===== src/ptm_pkg.sv =====
// Package with power modes, route counts and timing constants for the trigger matrix.
package ptm_pkg;

	// Power modes seen by the matrix.
	typedef enum logic [2:0] {
		PTM_RUN,
		PTM_SLEEP,
		PTM_LP_RUN,
		PTM_LP_SLEEP,
		PTM_STOP
	} ptm_mode_t;

	localparam int PTM_N_TIMERS   = 3;
	localparam int PTM_N_CLOCKS   = 4;
	localparam int PTM_N_PINS     = 8;
	localparam int PTM_N_RTC_EV   = 3;
	localparam int PTM_SEL_W      = 3;

	// Route latency through the matrix in clock cycles, fixed for every path.
	localparam int PTM_LATENCY    = 1;

	// Reset values of the route selects.
	localparam logic [PTM_SEL_W-1:0] PTM_SEL_RST = 3'h0;

endpackage


===== src/ptm_gate_if.sv =====
// Interface carrying the per-mode route gating decision inside the trigger matrix.
`timescale 1ns/100ps
interface ptm_gate_if;
	logic stop_q;  // Routes not allowed in Stop are held off.
	logic live_q;  // Routes allowed in Stop are open.

	modport ctrl (output stop_q, output live_q);
	modport user (input stop_q, input live_q);
endinterface


===== src/ptm_matrix.sv =====
// Trigger matrix routing events, triggers and clocks between peripherals.
`timescale 1ns/100ps
// Behaviour
// - Signals go source to destination in hardware with one fixed cycle of latency.
// - A general timer triggers another general timer, off in Stop.
// - Real-time clock auto-wakeup triggers general_timer_b, off in Stop.
// - Real-time clock events trigger the low_power_timer in every mode.
// - Any internal clock can feed a general timer input channel, off in Stop.
// - Pins route to timers and converter; only low_power_timer path lives in Stop.
module ptm_matrix
	import ptm_pkg::*;
#(
	parameter int N_TIMERS = PTM_N_TIMERS,
	parameter int N_CLOCKS = PTM_N_CLOCKS,
	parameter int N_PINS   = PTM_N_PINS,
	parameter int N_RTC_EV = PTM_N_RTC_EV
) (
	input  wire logic                      clk,            // System clock, 125 MHz.
	input  wire logic                      rst_n,          // Asynchronous reset, active low.
	input  wire ptm_mode_t                 mode,           // Current power mode.
	input  wire logic [N_TIMERS-1:0]       tmr_trgo,       // Trigger outputs of general timers.
	input  wire logic [N_TIMERS-1:0][PTM_SEL_W-1:0] tmr_trg_sel, // Timer trigger source select.
	input  wire logic [N_TIMERS-1:0]       tmr_trg_src_pin,// Take timer trigger from a pin.
	input  wire logic                      rtc_wakeup,     // Real-time clock auto-wakeup event.
	input  wire logic                      tmr_b_wk_en,    // Route auto-wakeup to general_timer_b.
	input  wire logic [N_RTC_EV-1:0]       rtc_events,     // Real-time clock alarm/tamper events.
	input  wire logic [PTM_SEL_W-1:0]      lpt_trg_sel,    // Low-power timer trigger select.
	input  wire logic                      lpt_trg_src_pin,// Low-power timer trigger from a pin.
	input  wire logic [N_CLOCKS-1:0]       int_clocks,     // Internal clock sources, sampled.
	input  wire logic [N_TIMERS-1:0][PTM_SEL_W-1:0] tmr_ch_sel,  // Timer channel source select.
	input  wire logic [N_TIMERS-1:0]       tmr_ch_src_clk, // Take channel from a clock source.
	input  wire logic [N_PINS-1:0]         pins,           // Pin levels.
	input  wire logic [PTM_SEL_W-1:0]      lpt_ch_sel,     // Low-power timer channel pin select.
	input  wire logic [PTM_SEL_W-1:0]      adc_trg_sel,    // Converter trigger pin select.
	output logic [N_TIMERS-1:0]            tmr_trg_q,      // Trigger into each general timer.
	output logic [N_TIMERS-1:0]            tmr_ch_q,       // Input channel of each general timer.
	output logic                           lpt_trg_q,      // Trigger into the low_power_timer.
	output logic                           lpt_ch_q,       // Channel into the low_power_timer.
	output logic                           adc_trg_q       // Conversion trigger to the converter.
);
	import ptm_pkg::*;

	ptm_gate_if gate ();

	ptm_mode_ctrl u_mode (
		.clk   (clk),
		.rst_n (rst_n),
		.mode  (mode),
		.gate  (gate.ctrl)
	);

	// Bit select with an out-of-range index reading as zero, used by every route except the auto-wakeup.
	function automatic logic pick(input logic [31:0] vec, input int unsigned n,
			input logic [PTM_SEL_W-1:0] sel);
		pick = (int'(sel) < n) ? vec[sel] : 1'b0;
	endfunction

	// The Stop gate looks at the raw mode as well as the registered level, so the very
	// cycle that enters Stop already blocks, and no trigger slips out during entry.
	logic run_ok;
	assign run_ok = !gate.stop_q && (mode != PTM_STOP);

	genvar g;
	generate
		for (g = 0; g < N_TIMERS; g++) begin : g_tmr
			logic trg_d;
			logic ch_d;
			always_comb begin
				trg_d = 1'b0;
				if (tmr_trg_src_pin[g]) begin
					trg_d = pick(32'(pins), N_PINS, tmr_trg_sel[g]);
				end else if (tmr_trg_sel[g] != PTM_SEL_W'(g)) begin
					trg_d = pick(32'(tmr_trgo), N_TIMERS, tmr_trg_sel[g]);
				end
				// Timer index 1 is general_timer_b and may also take the auto-wakeup.
				if (g == 1 && tmr_b_wk_en) begin
					trg_d = trg_d | rtc_wakeup;
				end
				if (tmr_ch_src_clk[g]) begin
					ch_d = pick(32'(int_clocks), N_CLOCKS, tmr_ch_sel[g]);
				end else begin
					ch_d = pick(32'(pins), N_PINS, tmr_ch_sel[g]);
				end
			end

			always_ff @(posedge clk or negedge rst_n) begin
				if (!rst_n) begin
					tmr_trg_q[g] <= 1'b0;
					tmr_ch_q[g]  <= 1'b0;
				end else begin
					tmr_trg_q[g] <= trg_d & run_ok;
					tmr_ch_q[g]  <= ch_d & run_ok;
				end
			end

			tmr_stop_off_a: assert property (@(posedge clk) disable iff (!rst_n)
				(mode == PTM_STOP) |=> !tmr_trg_q[g] && !tmr_ch_q[g])
				else $error("general timer route active in Stop");
		end
	endgenerate

	logic lpt_trg_d;
	always_comb begin
		if (lpt_trg_src_pin) begin
			lpt_trg_d = pick(32'(pins), N_PINS, lpt_trg_sel);
		end else begin
			lpt_trg_d = pick(32'(rtc_events), N_RTC_EV, lpt_trg_sel);
		end
	end

	// Low-power timer paths ignore the Stop gate; they must keep running there.
	always_ff @(posedge clk or negedge rst_n) begin
		if (!rst_n) begin
			lpt_trg_q <= 1'b0;
			lpt_ch_q  <= 1'b0;
		end else begin
			lpt_trg_q <= lpt_trg_d;
			lpt_ch_q  <= pick(32'(pins), N_PINS, lpt_ch_sel);
		end
	end

	always_ff @(posedge clk or negedge rst_n) begin
		if (!rst_n) begin
			adc_trg_q <= 1'b0;
		end else begin
			adc_trg_q <= pick(32'(pins), N_PINS, adc_trg_sel) & run_ok;
		end
	end

	lpt_rtc_route_a: assert property (@(posedge clk) disable iff (!rst_n)
		!lpt_trg_src_pin && lpt_trg_sel == 3'h0 && rtc_events[0] |=> lpt_trg_q)
		else $error("rtc event did not reach low-power timer");

	lpt_pin_route_a: assert property (@(posedge clk) disable iff (!rst_n)
		lpt_trg_src_pin && lpt_trg_sel == 3'h0 |=> lpt_trg_q == $past(pins[0]))
		else $error("pin did not reach low-power timer trigger");

	adc_stop_off_a: assert property (@(posedge clk) disable iff (!rst_n)
		(mode == PTM_STOP) |=> !adc_trg_q)
		else $error("converter trigger active in Stop");

	adc_pin_route_a: assert property (@(posedge clk) disable iff (!rst_n)
		mode != PTM_STOP && !gate.stop_q && adc_trg_sel == 3'h0
		|=> adc_trg_q == $past(pins[0]))
		else $error("converter trigger latency wrong");

	tmr_chain_a: assert property (@(posedge clk) disable iff (!rst_n)
		run_ok && !tmr_trg_src_pin[1] && tmr_trg_sel[1] == 3'h0 && tmr_trgo[0]
		|=> tmr_trg_q[1])
		else $error("timer to timer trigger lost");

	tmr_b_wake_a: assert property (@(posedge clk) disable iff (!rst_n)
		run_ok && tmr_b_wk_en && rtc_wakeup |=> tmr_trg_q[1])
		else $error("auto-wakeup did not reach general_timer_b");

	clk_meas_a: assert property (@(posedge clk) disable iff (!rst_n)
		run_ok && tmr_ch_src_clk[0] && tmr_ch_sel[0] == 3'h1
		|=> tmr_ch_q[0] == $past(int_clocks[1]))
		else $error("clock source not routed to timer channel");

	wake_restore_a: assert property (@(posedge clk) disable iff (!rst_n)
		$fell(mode == PTM_STOP) ##1 (mode != PTM_STOP && tmr_b_wk_en && rtc_wakeup)
		|=> tmr_trg_q[1])
		else $error("route not restored after wakeup");

	// The cycle right after Stop ends is still closed: the registered gate holds it,
	// which costs one cycle of wakeup latency but keeps a stale sample from leaking out.
	stop_exit_gate_a: assert property (@(posedge clk) disable iff (!rst_n)
		$fell(mode == PTM_STOP)
		|=> tmr_trg_q == '0 && tmr_ch_q == '0 && !adc_trg_q)
		else $error("route opened in the cycle after Stop");

	// Low-power timer routes must keep carrying in Stop, both from events and pins.
	lpt_stop_rtc_a: assert property (@(posedge clk) disable iff (!rst_n)
		mode == PTM_STOP && !lpt_trg_src_pin && lpt_trg_sel == 3'h1
		|=> lpt_trg_q == $past(rtc_events[1]))
		else $error("rtc event blocked in Stop");

	lpt_stop_pin_a: assert property (@(posedge clk) disable iff (!rst_n)
		mode == PTM_STOP && lpt_trg_src_pin && lpt_trg_sel == 3'h4
		|=> lpt_trg_q == $past(pins[4]))
		else $error("pin trigger blocked in Stop");

	lpt_ch_route_a: assert property (@(posedge clk) disable iff (!rst_n)
		lpt_ch_sel == 3'h2
		|=> lpt_ch_q == $past(pins[2]))
		else $error("pin did not reach low-power timer channel");

	// Selects past the end of a source vector read as zero rather than wrapping.
	lpt_rtc_range_a: assert property (@(posedge clk) disable iff (!rst_n)
		!lpt_trg_src_pin && lpt_trg_sel == 3'h7
		|=> !lpt_trg_q)
		else $error("out of range rtc select not zero");

	clk_range_a: assert property (@(posedge clk) disable iff (!rst_n)
		tmr_ch_src_clk[2] && tmr_ch_sel[2] == 3'h6
		|=> !tmr_ch_q[2])
		else $error("out of range clock select not zero");

	// A timer never triggers itself; timer 0 has no auto-wakeup path either.
	tmr_self_sel_a: assert property (@(posedge clk) disable iff (!rst_n)
		!tmr_trg_src_pin[0] && tmr_trg_sel[0] == 3'h0
		|=> !tmr_trg_q[0])
		else $error("timer triggered by itself");

	tmr_pin_trg_a: assert property (@(posedge clk) disable iff (!rst_n)
		run_ok && tmr_trg_src_pin[2] && tmr_trg_sel[2] == 3'h5
		|=> tmr_trg_q[2] == $past(pins[5]))
		else $error("pin did not reach timer trigger");

	tmr_ch_pin_a: assert property (@(posedge clk) disable iff (!rst_n)
		run_ok && !tmr_ch_src_clk[1] && tmr_ch_sel[1] == 3'h7
		|=> tmr_ch_q[1] == $past(pins[7]))
		else $error("pin did not reach timer channel");

	// The always-on level must be up once reset has been gone for a full cycle.
	gate_live_a: assert property (@(posedge clk) disable iff (!rst_n)
		$past(rst_n)
		|-> gate.live_q)
		else $error("always-on gate level not raised");

endmodule


===== src/ptm_mode_ctrl.sv =====
// Power mode tracker that produces the route gating levels.
`timescale 1ns/100ps
module ptm_mode_ctrl
	import ptm_pkg::*;
(
	input  wire logic      clk,    // System clock.
	input  wire logic      rst_n,  // Asynchronous reset, active low.
	input  wire ptm_mode_t mode,   // Current power mode.
	ptm_gate_if.ctrl       gate    // Gating levels to the matrix.
);
	always_ff @(posedge clk or negedge rst_n) begin
		if (!rst_n) begin
			gate.stop_q <= 1'b0;
			gate.live_q <= 1'b0;
		end else begin
			gate.stop_q <= (mode == PTM_STOP);
			gate.live_q <= 1'b1;
		end
	end
endmodule


===== config.mk =====
export PLATFORM = sky130hd
export DESIGN_NAME = ptm_matrix
export DESIGN_NICKNAME = d
export VERILOG_FILES = /design/src/ptm_pkg.sv /design/src/ptm_gate_if.sv /design/src/ptm_matrix.sv /design/src/ptm_mode_ctrl.sv
export SDC_FILE = /design/constraint.sdc
export NUM_CORES = 1
export LEC_CHECK = 0
export ABC_CLOCK_PERIOD_IN_PS = 1800
export BUFFER_PORTS_ARGS = -buffer_cell sky130_fd_sc_hd__buf_2
export CAP_MARGIN = 20
export CELL_PAD_IN_SITES_DETAIL_PLACEMENT = 1
export CELL_PAD_IN_SITES_GLOBAL_PLACEMENT = 1
export CORE_UTILIZATION = 33
export DETAILED_ROUTE_END_ITERATION = 8
export GPL_ROUTABILITY_DRIVEN = 0
export PLACE_DENSITY = 0.95
export RECOVER_POWER = 100
export SETUP_SLACK_MARGIN = 0.05
export SLEW_MARGIN = 20
export SYNTH_ARGS = -nofsm -noshare
export SYNTH_HDL_FRONTEND = slang
export SYNTH_SLANG_ARGS = --single-unit

===== constraint.sdc =====
create_clock -name clk -period 1.8 [get_ports clk]
set_input_delay 0.27 -clock clk [delete_from_list [all_inputs] [get_ports clk]]
set_output_delay 0.27 -clock clk [all_outputs]
set_load 0.02 [all_outputs]

* Yosys cells after proc, flatten, opt, wreduce, memory -nomap -nowiden
Index checks and enable logic that the tools add are counted.
Word-level totals: flip-flop bits (word level) 10, output and inout bits 9, word-level logic and storage cells 91
Cells by class: magnitude comparators 16, equal/unequal tests 4, muxes and demuxes 50, bitwise operators 8, reductions and logical operators 3
Operator list (number):
- less-than comparator 3 x 6 -> 1 bit (second input constant) | 9
- binary-select mux 1 bit (select 3 bit) | 16
- 2-to-1 mux 1 bit | 34
- less-than comparator 3 x 2 -> 1 bit (second input constant) | 4
- less-than comparator 3 bit (second input constant) | 3
- bitwise AND 1 bit | 7
- == test 3 bit (second input constant) | 1
- != test 3 x 1 -> 1 bit (second input constant) | 1
- != test 3 x 2 -> 1 bit (second input constant) | 1
- != test 3 bit (second input constant) | 1
- nonzero test 3 bit | 1
- logical AND 1 bit | 1
- logical NOT 1 bit | 1
- OR 1 bit | 1

* Logic depth before layout (Yosys ltp)
Gate-level depths: netlist of the first run.
word-level depth 8, depth in mapped cells 4, mapped depth without buffers 3

* Cells and area by module
A second synthesis of the first run with hierarchy kept.
Second synthesis, totals: cell total of the unflattened synthesis 81, area total of the unflattened synthesis 1112.3 sq um
By module, submodules not included:
- ptm_matrix | instances 1, cells an instance 77, area each 1046.0 sq um
- ptm_mode_ctrl | instances 1, cells an instance 4, area each 66.3 sq um

* Least setup slack after synthesis of the first run
Ideal clock, no wire load.
path kind input -> register, start point input port mode[2], end point register tmr_trg_q[0], arrival time 1053 ps, slack 636 ps, stages on the path 4, buffers on the path 1, path through nor3b_1 -> or2_1 -> clkbuf_1 -> o41ai_1
Between the ends: cells in the longest elaborated chain, start to end 3
Ends and longest elaborated chain:
- from (decl) | RTL line ptm_matrix.sv:20 | input wire ptm_mode_t mode,
- != test 3 bit | RTL line ptm_matrix.sv:61 | assign run_ok = !gate.stop_q && (mode != PTM_STOP);
- logical AND 1 bit | RTL line ptm_matrix.sv:61
- bitwise AND 1 bit | RTL line ptm_matrix.sv:91 | tmr_trg_q[g] <= trg_d & run_ok;
- to (signal, indexed assignment) | RTL line ptm_matrix.sv:91
- to (decl) | RTL line ptm_matrix.sv:35 | output logic [N_TIMERS-1:0] tmr_trg_q,
No other way between the ends.

* Worst setup path after layout of the first run
start point register u_mode.gate.stop_q, end point register tmr_trg_q[0]
Between the ends: cells in the longest elaborated chain, start to end 3
Ends and longest elaborated chain:
- from (decl) | RTL line ptm_gate_if.sv:7 | modport ctrl (output stop_q, output live_q);
- from (signal assigned) | RTL line ptm_mode_ctrl.sv:16 | gate.stop_q <= (mode == PTM_STOP);
- logical NOT 1 bit | RTL line ptm_matrix.sv:61
- logical AND 1 bit | RTL line ptm_matrix.sv:61
- bitwise AND 1 bit | RTL line ptm_matrix.sv:91
No other way between the ends.

==> results by group, run 1 <==
Status
  • Status: completed

Route
  • Detailed-route via count: 1079
  • Drt pass-1 iters: 4
  • DRC viols: 0
  • Wire per inst: 17.88 µm
  • Post-Route WL: 3.432 mm
  • Vias per inst: 5.620
  • Initial DRC Count: 28
  • Routed Antenna Nets: 0

Clocking
  • Total CTS buffers: 3
  • Cells resized by post-CTS repair: 0
  • H-tree levels: 1
  • Root buf cell: clkbuf_4
  • Worst skew pair latency: 260 ps
  • CTS max path bufs: 2
  • Clk slew on worst S/H paths: 60 ps
  • Post-CTS setup buffer count: 0
  • CTS tree: built
  • Sink Count: 10

Global route
  • Initial antenna violation count: 0
  • Grt total ovfl: 0
  • Vias in the first global route: 1200
  • First-pass GRT wire length: 5.354 mm
  • Pin count of the biggest net entering global routing: 11
  • GRT Total Usage: 21.16%

Setup path
  • CP max FO: 7
  • Critical path cell sequence: or2_0 > o41ai_1
  • Slowest CP cell: o41ai_1
  • Worst path required time: 1960 ps
  • Top delay family on crit path: compound AO/OA/AOI/OAI gates
  • Setup Crit Path Kind: flip-flop to flip-flop
  • Critical Path Source Type: flip-flop
  • Worst setup EP type: flip-flop
  • Critical path data arrival time: 1420 ps
  • Delay of the slowest critical-path stage: 400 ps
  • Buf+Inv Stages, Crit Path: 0

Yosys
  • Synth Net Count: 138
  • #FFs+latches synth: 10
  • Sequential fraction of the synthesis area: 23.78%
  • Yosys warnings: 0
  • Cell area after synthesis: 1052 µm²
  • Synth cell types: 25
  • Post-Syn Area per Cell: 13.32 µm²
  • Synth Instances: 79

Floorplanning
  • Area of the core: 3028 µm²
  • Starting Density: 34.75%
  • Full die area: 3419 µm²
  • # rows: 20
  • Die Span Y: 58.47 µm
  • Die Width: 58.47 µm
  • I/O pins: 68

Timing
  • Crit share post-route: 70.20%
  • Final setup TNS: 0 ps
  • WHS: 174.6 ps
  • Tmin final: 1264 ps
  • Final hold vios: 0
  • Setup Viol. Count Final: 0
  • Max Slew Vio Count: 0
  • Clock Skew: 3.052 ps
  • FMAX: 791.4 MHz
  • RSZ-0062 raised after global routing: false
  • Max-slew headroom: 60.27%
  • Worst slew pin tran: 595.9 ps

Layout
  • Antenna Cells: 0
  • Final Cell Area: 1453 µm²
  • # fillers: 349
  • Layout cells sized above 1: 55.41%
  • Area grow syn2layout: 38.05%
  • Final core utilization: 47.98%
  • Nets: 209

Place
  • I/O Buffers: 67
  • Post-DP HPWL: 2.878 mm
  • Placement Cell Area: 1434 µm²

Power
  • Leakage power: 0.0006667 µW
  • Pwr/cell area: 504.3 nW/µm²
  • Max IR drop VDD: 0.1511 mV

Job
  • Max-cap violations: 0

Hold path
  • Worst min-delay path class: input pin to flip-flop
-- through the flow --
step / total power, µW / setup slack [ps] / cells
global route: 773.2 / 469.8 / 192
CTS: 748.6 / 581.4 / 192
global placement: 570.3 / 470.3 / 188
finish: 732.5 / 536.3 / 192
detailed placement: 591.9 / 378.8 / 188
floorplan: 431.7 / 636.4 / 79
-- report_power, final --
part           leakage, µW  switching (µW)  internal (µW)
Combinational     0.000528             159            163
Sequential        0.000125            8.42            249
Clock            0.0000138            75.1           77.2
Total             0.000667             243            490
-- flip-flops by register name, summed over array words and instances, names as in the netlist --
signal              flops
adc_trg_q               1
u_mode.gate.stop_q      1
lpt_ch_q                1
tmr_ch_q                3
lpt_trg_q               1
tmr_trg_q               3
-- synth_stat cells --
| master | n | share of area [%] |
|---|---|---|
| a211oi_1 | 5 | 3.6 |
| a21boi_0 | 1 | 0.71 |
| a21oi_1 | 5 | 2.4 |
| a221oi_1 | 1 | 0.83 |
| a22oi_1 | 1 | 0.71 |
| a311oi_1 | 1 | 0.83 |
| and3b_2 | 1 | 0.95 |
| clkbuf_1 | 1 | 0.36 |
| clkbuf_2 | 1 | 0.48 |
| dfrtp_1 | 10 | 24 |
| inv_1 | 8 | 2.9 |
| mux2_2 | 3 | 3.2 |
| mux2i_1 | 7 | 6.7 |
| mux4_1 | 2 | 5.0 |
| mux4_2 | 19 | 41 |
| nand2_1 | 2 | 0.71 |
| nand2b_1 | 1 | 0.59 |
| nand3_1 | 1 | 0.48 |
| nor2_1 | 3 | 1.1 |
| nor2b_1 | 1 | 0.59 |
| nor3b_1 | 1 | 0.71 |
| o21ai_1 | 1 | 0.48 |
| o41ai_1 | 1 | 0.83 |
| or2_1 | 1 | 0.59 |
| or4b_1 | 1 | 0.95 |
-- layout make-up --
| cell class | count | area (µm²) | area share (%) |
|---|---|---|---|
| Timing Repair Buffer | 68 | 331.6 | 22.83 |
| Clock buffer | 3 | 22.52 | 1.550 |
| Sequential cell | 10 | 250.2 | 17.23 |
| Inverter | 8 | 30.03 | 2.067 |
| Tap cell | 44 | 55.05 | 3.790 |
| Multi-Input combinational cell | 59 | 763.2 | 52.54 |
-- cells in the final DEF (no fill, tap or decap) --
master / count
a311oi_1: 1
nor2_1: 3
clkbuf_4: 3
o41ai_1: 1
nor3b_1: 1
or2_0: 1
mux4_1: 2
buf_2: 56
mux2i_1: 7
mux4_2: 19
o21ai_1: 1
a21boi_0: 1
a22oi_1: 1
dlygate4sd3_1: 1
or4b_1: 1
dfrtp_1: 10
and3b_2: 1
clkbuf_1: 11
nand2b_1: 1
a221oi_1: 1
a211oi_1: 5
nand3_1: 1
nor2b_1: 1
a21oi_1: 5
mux2_2: 3
nand2_1: 2
inv_1: 8
-- final timing paths --
check                              startpoint                 end  slack (ps)  cells past startpoint
min in group asynchronous               rst_n        tmr_trg_q[0]         520                      2
min reg2reg                u_mode.gate.stop_q        tmr_trg_q[0]         550                      2
max                        u_mode.gate.stop_q        tmr_trg_q[0]         540                      2
max reg2reg                u_mode.gate.stop_q        tmr_trg_q[0]         540                      2
min                                   mode[0]  u_mode.gate.stop_q         170                      2
max in group asynchronous               rst_n           lpt_trg_q         890                      2
-- worst register-to-register path, delay by kind of cell, from the launching register on --
kind | cells | cell delay, ps
AO/OA/AOI/OAI | 1 | 400
AND/OR/NAND/NOR | 1 | 380
flip-flops | 1 | 370
-- logic make-up (layout without fill, tap and decap cells) --
logic type             Yosys count  in the layout  synth area share, %
muxes                           31             31                55.53
AOI/OAI and AO/OA               16             16                10.35
and+or+nand+nor                 12             12                6.660
DFF                             10             10                23.78
buffers and inverters           10             79                3.685
-- metal layers --
layer	up-vias	part of all wire [%]	track usage [%]
li1	475	-	-
met1	541	38	22.54
met2	55	54	40.89
met3	8	5.9	2.637
met4	0	2.2	10.20
met5	-	0	0
-- repair_timing --
item	in CTS	in global routing
hold buffers	1	0
endpoints found under the setup margin	0	0
endpoints found under the hold margin	10	0
No activity file was read; power rests on OpenSTA's default activity.
==> inputs of run 2 (changes only) <==
Settings changed: ABC_CLOCK_PERIOD_IN_PS 1800 to 1200, CORE_UTILIZATION 33 to 31, PLACE_DENSITY 0.95 to 0.91.
Clock period 1.8 ns to 1.2 ns, I/O delays scaled along.
==> results by group, run 2 (synthesis gave the netlist of run 1 again) <==
Place
  • I/O Buffers: 67 (unchanged)
  • Post-DP HPWL: 3.013 mm (+4.7%)
  • Placement Cell Area: 1494 µm² (+4.2%)

Global route
  • First-pass GRT wire length: 5.671 mm (+5.9%)
  • Pin count of the biggest net entering global routing: 11 (unchanged)
  • Initial antenna violation count: 0 (unchanged)
  • GRT Total Usage: 22.05% (+0.90 points)
  • Grt total ovfl: 0 (unchanged)
  • Vias in the first global route: 1271 (+5.9%)

Route
  • Wire per inst: 18.28 µm (+2.3%)
  • Detailed-route via count: 1093 (+1.3%)
  • Drt pass-1 iters: 4 (unchanged)
  • Initial DRC Count: 34 (+21%)
  • Post-Route WL: 3.656 mm (+6.5%)
  • DRC viols: 0 (unchanged)
  • Vias per inst: 5.465 (-2.8%)
  • Routed Antenna Nets: 0 (unchanged)

Timing
  • Crit share post-route: 91.23%
  • Worst slew pin tran: 567.2 ps (-28.75 ps)
  • Clock Skew: 1.078 ps (-1.974 ps)
  • Final hold vios: 0 (unchanged)
  • RSZ-0062 raised after global routing: false
  • Max-slew headroom: 62.19% (+1.9 points)
  • FMAX: 913.5 MHz
  • Max Slew Vio Count: 0 (unchanged)
  • Tmin final: 1095 ps
  • WHS: 87.33 ps (-87.30 ps)
  • Setup Viol. Count Final: 0 (unchanged)

Power
  • Max IR drop VDD: 0.2450 mV (+62%)
  • Clock share of power: 21.0% (+0.2 points)
  • Final Power: 1129 µW (+54%)
  • Sw frac: 33.33% (+0.16 points)
  • Power share of the combinational group: 44.9% (+0.9 points)
  • Switching power: 376.3 µW (+55%)
  • Internal power: 752.6 µW (+54%)
  • Flop pwr share: 34.1% (-1.1 points)
  • Leakage power: 0.0007066 µW (+6.0%)
  • Pwr/cell area: 743.8 nW/µm² (+48%)

Setup path
  • Setup Crit Path Kind: input pin to flip-flop
  • Critical Path Source Type: input pin
  • Worst setup EP type: flip-flop
  • CP max FO: 9 (+2)
  • Slowest CP cell: mux4_2
  • Critical path data arrival time: 1240 ps (-180 ps)
  • Critical path cell sequence: clkbuf_1 > mux4_2 > a22oi_1 > a211oi_2
  • Worst path required time: 1340 ps (-620 ps)
  • Top delay family on crit path: multiplexers
  • Delay of the slowest critical-path stage: 510 ps (+110 ps)
  • Buf+Inv Stages, Crit Path: 1 (+1)

Clocking
  • Total CTS buffers: 3 (unchanged)
  • Worst skew pair latency: 270 ps (about the same)
  • CTS max path bufs: 2 (unchanged)
  • H-tree levels: 1 (unchanged)
  • Root buf cell: clkbuf_4
  • Post-CTS setup buffer count: 0 (unchanged)
  • CTS tree: built
  • Clk slew on worst S/H paths: 60 ps (about the same)
  • Sink Count: 10 (unchanged)

Floorplanning
  • Die Span Y: 60.26 µm (+3.1%)
  • # rows: 20 (unchanged)
  • Starting Density: 33.64% (-1.1 points)
  • I/O pins: 68 (unchanged)
  • Area of the core: 3128 µm² (+3.3%)
  • Full die area: 3631 µm² (+6.2%)
  • Die Width: 60.26 µm (+3.1%)

Status
  • Status: completed

Layout
  • Area grow syn2layout: 44.23%
  • Commonest non-fill, non-tap cell in the layout: buf_2
  • Biggest regs: tmr_ch_q (3), tmr_trg_q (3)
  • Antenna Cells: 0 (unchanged)
  • # fillers: 373 (+6.9%)
  • Final Cell Area: 1518 µm² (+4.5%)
  • Nets: 217 (+3.8%)
  • Most frequent cells in the layout: 56 x buf_2, 19 x mux4_2, 11 x clkbuf_1
  • Layout cells sized above 1: 58.33% (+2.9 points)

Job
  • Max-cap violations: 0 (unchanged)

Hold path
  • Worst min-delay path class: input pin to flip-flop
run 2: cell count changes in the layout (fill, tap and decap cells not counted), sizes merged:
cell / previous run / this run
buf: 56 / 64
run 2: power by group through the flow:
stage | clock (µW) | sequential, µW | combinational, µW
floorplan | 0 | 437 | 210
global placement | 0 | 390 | 487
detailed placement | 0 | 391 | 515
CTS | 250 | 384 | 519
global route | 252 | 389 | 550
finish | 237 | 385 | 507
run 2: cell type report:
class	instances	area [µm²]	share of cell area, %
timing repair buffer	76	391.6	25.80
inverter	8	30.03	1.979
tap	44	55.05	3.627
sequential	10	250.2	16.49
multi-input combinational	59	768.2	50.62
clock buffer	3	22.52	1.484
run 2: routing by layer:
metal  up-vias  global-route usage, %  wire, µm
met2        61                  37.99      1846
met1       530                  25.72      1456
met5         -                      0         0
li1        492                      -         -
met4         0                  14.29       104
met3        10                  2.381       249
run 2: final timing paths:
path | from | endpoint | slack, ps | cells past startpoint
min | mode[0] | u_mode.gate.stop_q | 90 | 2
max reg2reg | u_mode.gate.stop_q | tmr_trg_q[0] | 120 | 2
min in group asynchronous | rst_n | lpt_ch_q | 410 | 2
min reg2reg | u_mode.gate.stop_q | tmr_trg_q[0] | 550 | 2
max in group asynchronous | rst_n | tmr_trg_q[2] | 420 | 2
max | pins[3] | tmr_trg_q[1] | 110 | 4
run 2: per-stage QoR:
stage	TNS [ps]	instances	util, %	worst slack, ps
2_1_floorplan	0	79	-	79.27
3_3_place_gp	-46.11	196	47.76	-36.94
3_5_place_dp	-284.9	196	47.76	-114.4
4_1_cts	0	200	48.80	89.05
5_1_grt	0	200	48.52	53.68
6_report	0	200	48.52	105.3
run 2: timing repair:
action,CTS,global route
hold buffers,1,0
hold endpoints to repair,10,0
endpoints found under the setup margin,0,2
gates resized for setup,0,2
